[config.mk]
export PLATFORM = sky130hd
export DESIGN_NAME = scpim_top
export DESIGN_NICKNAME = d
export VERILOG_FILES = /design/src/scpim_pkg.sv /design/src/scpim_edge.sv /design/src/scpim_sync.sv /design/src/scpim_top.sv
export SDC_FILE = /design/constraint.sdc
export NUM_CORES = 1
export LEC_CHECK = 0
export BUFFER_PORTS_ARGS = -buffer_cell sky130_fd_sc_hd__buf_2
export CORE_MARGIN = 8
export CORE_UTILIZATION = 43
export DETAILED_ROUTE_END_ITERATION = 8
export PLACE_DENSITY = 0.82
export RECOVER_POWER = 100
export SLEW_MARGIN = 20
export SYNTH_ARGS = -nofsm -noshare
export SYNTH_HDL_FRONTEND = slang
export SYNTH_SLANG_ARGS = --single-unit
[constraint.sdc]
create_clock -name mclk -period 0.9 [get_ports mclk]
set_input_delay 0.18 -clock mclk [delete_from_list [all_inputs] [get_ports mclk]]
set_output_delay 0.18 -clock mclk [all_outputs]
set_load 0.02 [all_outputs]
[src/scpim_pkg.sv]
// Package of constants and types for the control processor interrupt map
package scpim_pkg;

    // Width of the interrupt vector presented to the interrupt controller
    localparam int SCPIM_NUM_IRQ = 50;
    // Depth of each input synchroniser
    localparam int SCPIM_SYNC_STAGES = 2;

    // Interrupt input numbers
    localparam int SCPIM_IRQ_DBG_PWRUP = 1;
    localparam int SCPIM_IRQ_SYS_PWRUP = 2;
    localparam int SCPIM_IRQ_DBG_RST = 3;
    localparam int SCPIM_IRQ_CLUSTER = 8;
    localparam int SCPIM_IRQ_CORE = 9;
    localparam int SCPIM_IRQ_WAKE_LO = 16;
    localparam int SCPIM_IRQ_WAKE_HI = 31;
    localparam int SCPIM_IRQ_PWR_CTRL = 32;
    localparam int SCPIM_IRQ_TIMER = 33;
    localparam int SCPIM_IRQ_MSG_HP_NS = 34;
    localparam int SCPIM_IRQ_MSG_LP_NS = 35;
    localparam int SCPIM_IRQ_MSG_S = 36;
    localparam int SCPIM_IRQ_XTRIG0 = 37;
    localparam int SCPIM_IRQ_XTRIG1 = 38;
    localparam int SCPIM_IRQ_INTC_FAULT = 39;
    localparam int SCPIM_IRQ_INTC_ERR = 40;
    localparam int SCPIM_IRQ_MC0_ECC = 42;
    localparam int SCPIM_IRQ_MC0_MISC = 43;
    localparam int SCPIM_IRQ_MC0_FILT = 44;
    localparam int SCPIM_IRQ_MC1_ECC = 46;
    localparam int SCPIM_IRQ_MC1_MISC = 47;
    localparam int SCPIM_IRQ_MC1_FILT = 48;

    // Highest input number that can wake the processor
    localparam int SCPIM_WAKE_MAX = 31;

    // Reset values of the outputs
    localparam logic [SCPIM_NUM_IRQ-1:0] SCPIM_IRQ_RST = 50'h0;
    localparam logic [31:0] SCPIM_WAKE_RST = 32'h0;
    // Synchroniser reset pattern, active-low fault pins idle high
    localparam logic [40:0] SCPIM_RAW_RST = 41'h000_01FF_0000;

    // Cluster fault sources, active low at the pins
    typedef struct packed {
        logic partition_monitor_nonsecure_irq_n;
        logic partition_monitor_secure_irq_n;
        logic cluster_critical_irq_n;
        logic cluster_error_irq_n;
        logic cluster_fault_irq_n;
    } scpim_cluster_s;

    // Core and complex fault sources, active low at the pins
    typedef struct packed {
        logic per_core_error_irq_n;
        logic complex_error_irq_n;
        logic per_core_fault_irq_n;
        logic complex_fault_irq_n;
    } scpim_core_s;

    // Message channel requests
    typedef struct packed {
        logic hp_nonsecure;
        logic lp_nonsecure;
        logic secure;
    } scpim_msg_s;

    // Memory controller requests
    typedef struct packed {
        logic ecc_err;
        logic misc_access;
        logic addr_filter;
    } scpim_mc_s;

endpackage

[src/scpim_edge.sv]
// Rising-edge detector giving a one-cycle pulse per edge
`timescale 1ns/100ps
module scpim_edge
    import scpim_pkg::*;
#(
    parameter int WIDTH = 1
) (
    input wire logic mclk,
    input wire logic nrst,
    input wire logic [WIDTH-1:0] level_in,
    output logic [WIDTH-1:0] rise_out
);

    logic [WIDTH-1:0] prev_q;

    // Previous sample of the synchronised level
    always_ff @(posedge mclk or negedge nrst) begin
        if (!nrst) begin
            prev_q <= '0;
        end else begin
            prev_q <= level_in;
        end
    end

    assign rise_out = level_in & ~prev_q;

endmodule

[src/scpim_sync.sv]
// Two-stage synchroniser for a vector of asynchronous levels
`timescale 1ns/100ps
module scpim_sync
    import scpim_pkg::*;
#(
    parameter int WIDTH = 1,
    parameter logic [WIDTH-1:0] RST_VAL = '0
) (
    input wire logic mclk,
    input wire logic nrst,
    input wire logic [WIDTH-1:0] async_in,
    output logic [WIDTH-1:0] sync_out
);

    logic [WIDTH-1:0] meta_q;

    // First stage read only by the second stage
    always_ff @(posedge mclk or negedge nrst) begin
        if (!nrst) begin
            meta_q <= RST_VAL;
            sync_out <= RST_VAL;
        end else begin
            meta_q <= async_in;
            sync_out <= meta_q;
        end
    end

endmodule

[src/scpim_top.sv]
// Interrupt input map of the system control processor
// Notes on behaviour
// RQ1 - Every listed source reaches the interrupt controller
// RQ2 - Watchdog and inputs 0-31 can wake processor
// RQ3 - Inputs 1-3: debug power/reset requests, rising edge
// RQ4 - Input 8: combined cluster faults, level high
// RQ5 - Input 9: combined core faults, level high
// RQ6 - External logic drives wakeup inputs 16-31
// RQ7 - Input 32: power control interrupt, level high
// RQ8 - Input 33: reference clock timer, level high
// RQ9 - Inputs 34-36: message channels, level high
// RQ10 - Inputs 37-38: cross triggers, rising edge
// RQ11 - Inputs 39-40: controller fault/error, reset system top
// RQ12 - Watchdog on non-maskable; memory controller levels
// RQ13 - Reserved inputs tied inactive low
`timescale 1ns/100ps
module scpim_top
    import scpim_pkg::*;
#(
    parameter int NUM_IRQ = SCPIM_NUM_IRQ
) (
    input wire logic mclk,
    input wire logic nrst,
    input wire logic watchdog_irq,
    input wire logic dbg_pwrup_req,
    input wire logic sys_pwrup_req,
    input wire logic dbg_rst_req,
    input wire scpim_cluster_s cluster_irq_n,
    input wire scpim_core_s core_irq_n,
    input wire logic [15:0] ext_wake_irq,
    input wire logic pwr_ctrl_irq,
    input wire logic ref_timer_irq,
    input wire scpim_msg_s msg_irq,
    input wire logic [1:0] cross_trigger,
    input wire logic intc_fault_line,
    input wire logic intc_error_line,
    input wire scpim_mc_s mc0_irq,
    input wire scpim_mc_s mc1_irq,
    output logic nmi_q,
    output logic [NUM_IRQ-1:0] irq_q,
    output logic [31:0] wake_q,
    output logic nmi_wake_q,
    output logic top_domain_reset_req_q
);

    // Bundle every raw source except the second memory controller into one vector for synchronisation
    localparam int RAW_W = 41;
    logic [RAW_W-1:0] raw_in;
    logic [RAW_W-1:0] syn;

    assign raw_in = {
        ext_wake_irq,            // [40:25]
        cluster_irq_n,           // [24:20]
        core_irq_n,              // [19:16]
        watchdog_irq,            // [15]
        dbg_pwrup_req,           // [14]
        sys_pwrup_req,           // [13]
        dbg_rst_req,             // [12]
        pwr_ctrl_irq,            // [11]
        ref_timer_irq,           // [10]
        msg_irq,                 // [9:7]
        cross_trigger,           // [6:5]
        intc_fault_line,         // [4]
        intc_error_line,         // [3]
        mc0_irq[2],              // [2]
        mc0_irq[1],              // [1]
        mc0_irq[0]               // [0]
    };

    // All pins cross two flip-flops; active-low sources reset high
    scpim_sync #(
        .WIDTH(RAW_W),
        .RST_VAL(SCPIM_RAW_RST)
    ) u_sync_a (
        .mclk(mclk),
        .nrst(nrst),
        .async_in(raw_in),
        .sync_out(syn)
    );

    // Second memory controller synchronised separately
    logic [2:0] mc1_syn;
    scpim_sync #(
        .WIDTH(3),
        .RST_VAL(3'h0)
    ) u_sync_b (
        .mclk(mclk),
        .nrst(nrst),
        .async_in(mc1_irq),
        .sync_out(mc1_syn)
    );

    // Edge sources: three debug requests and two cross triggers
    logic [4:0] edge_lvl;
    logic [4:0] edge_rise;
    assign edge_lvl = {syn[14], syn[13], syn[12], syn[6], syn[5]};

    scpim_edge #(
        .WIDTH(5)
    ) u_edge (
        .mclk(mclk),
        .nrst(nrst),
        .level_in(edge_lvl),
        .rise_out(edge_rise)
    );

    // Combined fault requests, active when any low source asserts
    logic cluster_any;
    logic core_any;
    assign cluster_any = ~&syn[24:20]; // [RQ4]
    assign core_any = ~&syn[19:16]; // [RQ5]

    // Next value of the interrupt vector
    logic [NUM_IRQ-1:0] irq_d;
    always_comb begin
        irq_d = SCPIM_IRQ_RST; // [RQ13]
        irq_d[SCPIM_IRQ_DBG_PWRUP] = edge_rise[4]; // [RQ3]
        irq_d[SCPIM_IRQ_SYS_PWRUP] = edge_rise[3]; // [RQ3]
        irq_d[SCPIM_IRQ_DBG_RST] = edge_rise[2]; // [RQ3]
        irq_d[SCPIM_IRQ_CLUSTER] = cluster_any; // [RQ4]
        irq_d[SCPIM_IRQ_CORE] = core_any; // [RQ5]
        irq_d[SCPIM_IRQ_WAKE_HI:SCPIM_IRQ_WAKE_LO] = syn[40:25]; // [RQ6]
        irq_d[SCPIM_IRQ_PWR_CTRL] = syn[11]; // [RQ7]
        irq_d[SCPIM_IRQ_TIMER] = syn[10]; // [RQ8]
        irq_d[SCPIM_IRQ_MSG_HP_NS] = syn[9]; // [RQ9]
        irq_d[SCPIM_IRQ_MSG_LP_NS] = syn[8]; // [RQ9]
        irq_d[SCPIM_IRQ_MSG_S] = syn[7]; // [RQ9]
        irq_d[SCPIM_IRQ_XTRIG0] = edge_rise[0]; // [RQ10]
        irq_d[SCPIM_IRQ_XTRIG1] = edge_rise[1]; // [RQ10]
        irq_d[SCPIM_IRQ_INTC_FAULT] = syn[4]; // [RQ11]
        irq_d[SCPIM_IRQ_INTC_ERR] = syn[3]; // [RQ11]
        irq_d[SCPIM_IRQ_MC0_ECC] = syn[2]; // [RQ12]
        irq_d[SCPIM_IRQ_MC0_MISC] = syn[1]; // [RQ12]
        irq_d[SCPIM_IRQ_MC0_FILT] = syn[0]; // [RQ12]
        irq_d[SCPIM_IRQ_MC1_ECC] = mc1_syn[2]; // [RQ12]
        irq_d[SCPIM_IRQ_MC1_MISC] = mc1_syn[1]; // [RQ12]
        irq_d[SCPIM_IRQ_MC1_FILT] = mc1_syn[0]; // [RQ12]
    end

    // Registered vector to the interrupt controller
    always_ff @(posedge mclk or negedge nrst) begin
        if (!nrst) begin
            irq_q <= SCPIM_IRQ_RST;
        end else begin
            irq_q <= irq_d; // [RQ1]
        end
    end

    // Watchdog drives the non-maskable input
    always_ff @(posedge mclk or negedge nrst) begin
        if (!nrst) begin
            nmi_q <= 1'b0;
        end else begin
            nmi_q <= syn[15]; // [RQ12]
        end
    end

    // Wakeup only from the non-maskable input and inputs 0-31
    always_ff @(posedge mclk or negedge nrst) begin
        if (!nrst) begin
            wake_q <= SCPIM_WAKE_RST;
            nmi_wake_q <= 1'b0;
        end else begin
            wake_q <= irq_d[SCPIM_WAKE_MAX:0]; // [RQ2]
            nmi_wake_q <= syn[15]; // [RQ2]
        end
    end

    // Controller fault or error requests a system top domain reset
    always_ff @(posedge mclk or negedge nrst) begin
        if (!nrst) begin
            top_domain_reset_req_q <= 1'b0;
        end else begin
            top_domain_reset_req_q <= syn[4] | syn[3]; // [RQ11]
        end
    end

endmodule

==> metrics.cfg <==
[floorplan]
ios=131
die_w_um=109
core_area_um2=8550
dieArea_um2=11900
num_rows=34
fp.dieH_um=109
initial_utilization_pct=43.4

[run]
maxCapViolations=0

[setup_path]
slowest_stage=dfrtp_1
crit_buf_inv=1
cp_slowest_stage_delay_ns=0.40
critPathKind=flop to output port
crit_family=flip-flops
worstPathMaxFanout=2
cp_cell_sequence=buf_2
start_kind=flop
required_ns=0.72
cp_data_arrival_time_ns=1.07
worst_setup_path_end_kind=output port

[logic_synthesis]
synthTopCellsByArea=dfrtp_1 76%, dfstp_2 13%, buf_4 9.5%
ys_seq_elements=131
yosysTopAreaCell=dfrtp_1
avgSynthCellArea_um2=19.7
synth_top_area_share_pct=76.2
ys_seq_area_share_pct=88.9
yosys_warnings=0
ys_types=9
synth.cell_area_um2=3710
netlist_instances=188

[clock_network]
clock-sinks=131
cts_tree=done
htree_levels=4
clk_latency_ns=0.50
cts-buffers-inserted=17
clockRootBuffer=clkbuf_8
cts_buffer_depth=2
path_clk_slew_ns=0.06

[placement]
dp_slack_ns=0.0553
hpwl_um=4090
port_buffers=105
place.gp.congestion=0.640

[grt]
grt_pass1_wl_um=10900
antenna_found_initial=0
grt_usage_pct=12.6
grt-ovfl-total=0
first_global_vias=2148
grt_start_max_net_pins=42

[sta]
worst_slack_ns=-0.352
hold_viol_final=0
fin_skew_ns=0.00514
slew_viol_final=0
worst_pin_slew_ns=0.623
setup_violations=60
min_period_ns=1.25
slew_headroom_pct=58.5
rsz0062_at_grt=yes
max_clock_freq_ghz=0.799
period_share_pct=139

[power]
power_frac_clock_pct=49.6
power_switching_share_pct=22.3
peakVddDrop_mv=1.44
p_int_mw=11.3
p_sw_mw=3.22
p_comb_share_pct=6.6
power_density_nw_per_um2=2600
power_frac_seq_pct=43.8
p_leak_nw=2.64

[outcome]
violations=setup timing
status=finished with violations

[drt]
remaining_drc_errors=0
first_pass_iters=4
viasPerCell=4.02
wl_per_cell_um=15.2
via_count=1842
drtAntennaViolNets=0
drt_iter0_markers=48
wl_um=6970

[final_layout]
fillerInstances=594
diodes=0
utilization_pct=65.1
final_nets=383
final-seq-area_um2=3300
multiInputGateArea_um2=149
drive_above_1_share_pct=44.3
syn2layout_area_growth_pct=49.8

[hold_path]
min_path_type=primary input to asynchronous set/reset pin

-- metrics by stage --
step	area (µm²)	hold slack, ns	total power, mW	setup TNS [ns]	cells
4_1_cts	5510	0.0691	14.6	-20.35	458
2_1_floorplan	3800	-0.116	6.82	0	212
5_1_grt	5560	0.263	15.1	-29.45	458
3_5_place_dp	4180	0.0444	7.08	0	381
3_3_place_gp	4180	0.0395	7.05	0	381
6_report	5560	0.230	14.5	-18.89	458
-- logic make-up (layout without fill, tap and decap cells) --
| logic type | count (synthesis) | count (layout) | synth area share, % |
|---|---|---|---|
| and+or+nand+nor | 9 | 9 | 1.48 |
| buffers and inverters | 47 | 185 | 9.50 |
| other | 1 | 25 | 0.101 |
| DFF | 131 | 131 | 88.9 |
-- per-layer routing --
layer | routed length, µm | up-vias | GRT usage, % | share of wire (%)
li1 | - | 807 | - | -
met1 | 2270 | 945 | 12.3 | 33
met2 | 3960 | 77 | 21.9 | 57
met3 | 590 | 13 | 5.91 | 8.5
met4 | 140 | 0 | 6.45 | 2.0
met5 | 0 | - | 0 | 0
-- sequential cells by signal (all words and copies together), names as in the netlist --
| register | count |
|---|---|
| u_sync_a.sync_out | 41 |
| top_domain_reset_req_q | 1 |
| u_sync_a.meta_q | 41 |
| nmi_q | 1 |
| u_sync_b.meta_q | 3 |
| wake_q | 20 |
| u_sync_b.sync_out | 3 |
| u_edge.prev_q | 5 |
| irq_q | 16 |
-- layout make-up --
class,instances,share of cell area (%)
repair buffers,153,24.2
clock inverters,15,3.96
flip-flops and latches,131,59.3
clock buffers,17,7.44
well taps,108,2.43
multi-input cells,34,2.68
-- power by group through the flow --
stage                     clock network (mW)  logic (mW)  registers, mW
after floorplan                            0       0.317           6.50
after global placement                     0       0.659           6.39
after detailed placement                   0       0.670           6.41
after CTS                               7.33       0.930           6.34
after global routing                    7.67        1.02           6.37
final                                   7.19       0.948           6.34
-- synthesized netlist by cell type --
| master | n |
|---|---|
| nor2b_1 | 5 |
| or2_1 | 1 |
| buf_4 | 47 |
| nand3_1 | 1 |
| dfstp_2 | 18 |
| and3_1 | 1 |
| conb_1 | 1 |
| nand4_1 | 1 |
| dfrtp_1 | 113 |
-- layout by cell type, fill, tap and decap left out, types with 5 or more instances in the layout --
| cell | Yosys | layout |
|---|---|---|
| dfrtp_1 | 113 | 113 |
| buf_2 | 0 | 50 |
| buf_6 | 0 | 49 |
| dlygate4sd3_1 | 0 | 45 |
| conb_1 | 1 | 25 |
| dfstp_2 | 18 | 18 |
| clkbuf_16 | 0 | 16 |
| nor2b_1 | 5 | 5 |
-- what timing repair did --
action | 4_1_cts | 5_1_grt
endpoints found under the setup margin | 60 | 60
endpoints found under the hold margin | 175 | 0
gates resized for setup | 80 | 20
hold buffers | 45 | 0
setup buffers | 0 | 0
-- worst paths after layout --
check	start	end	slack (ns)	cells past startpoint
worst min-delay path	nrst	u_sync_b.sync_out[1]$_DFF_PN0_	0.23	2
worst max register to register	u_sync_a.sync_out[24]$_DFF_PN1_	wake_q[8]$_DFF_PN0_	0.05	2
min in group mclk	ext_wake_irq[14]	u_sync_a.meta_q[39]$_DFF_PN0_	0.31	2
worst min register to register	u_sync_a.meta_q[12]$_DFF_PN0_	u_sync_a.sync_out[12]$_DFF_PN0_	0.34	0
max in group asynchronous	nrst	u_sync_a.sync_out[20]$_DFF_PN1_	0.02	3
worst max-delay path	wake_q[30]$_DFF_PN0_	irq_q[30]	-0.35	1
Power figures use the tool's default switching activity.
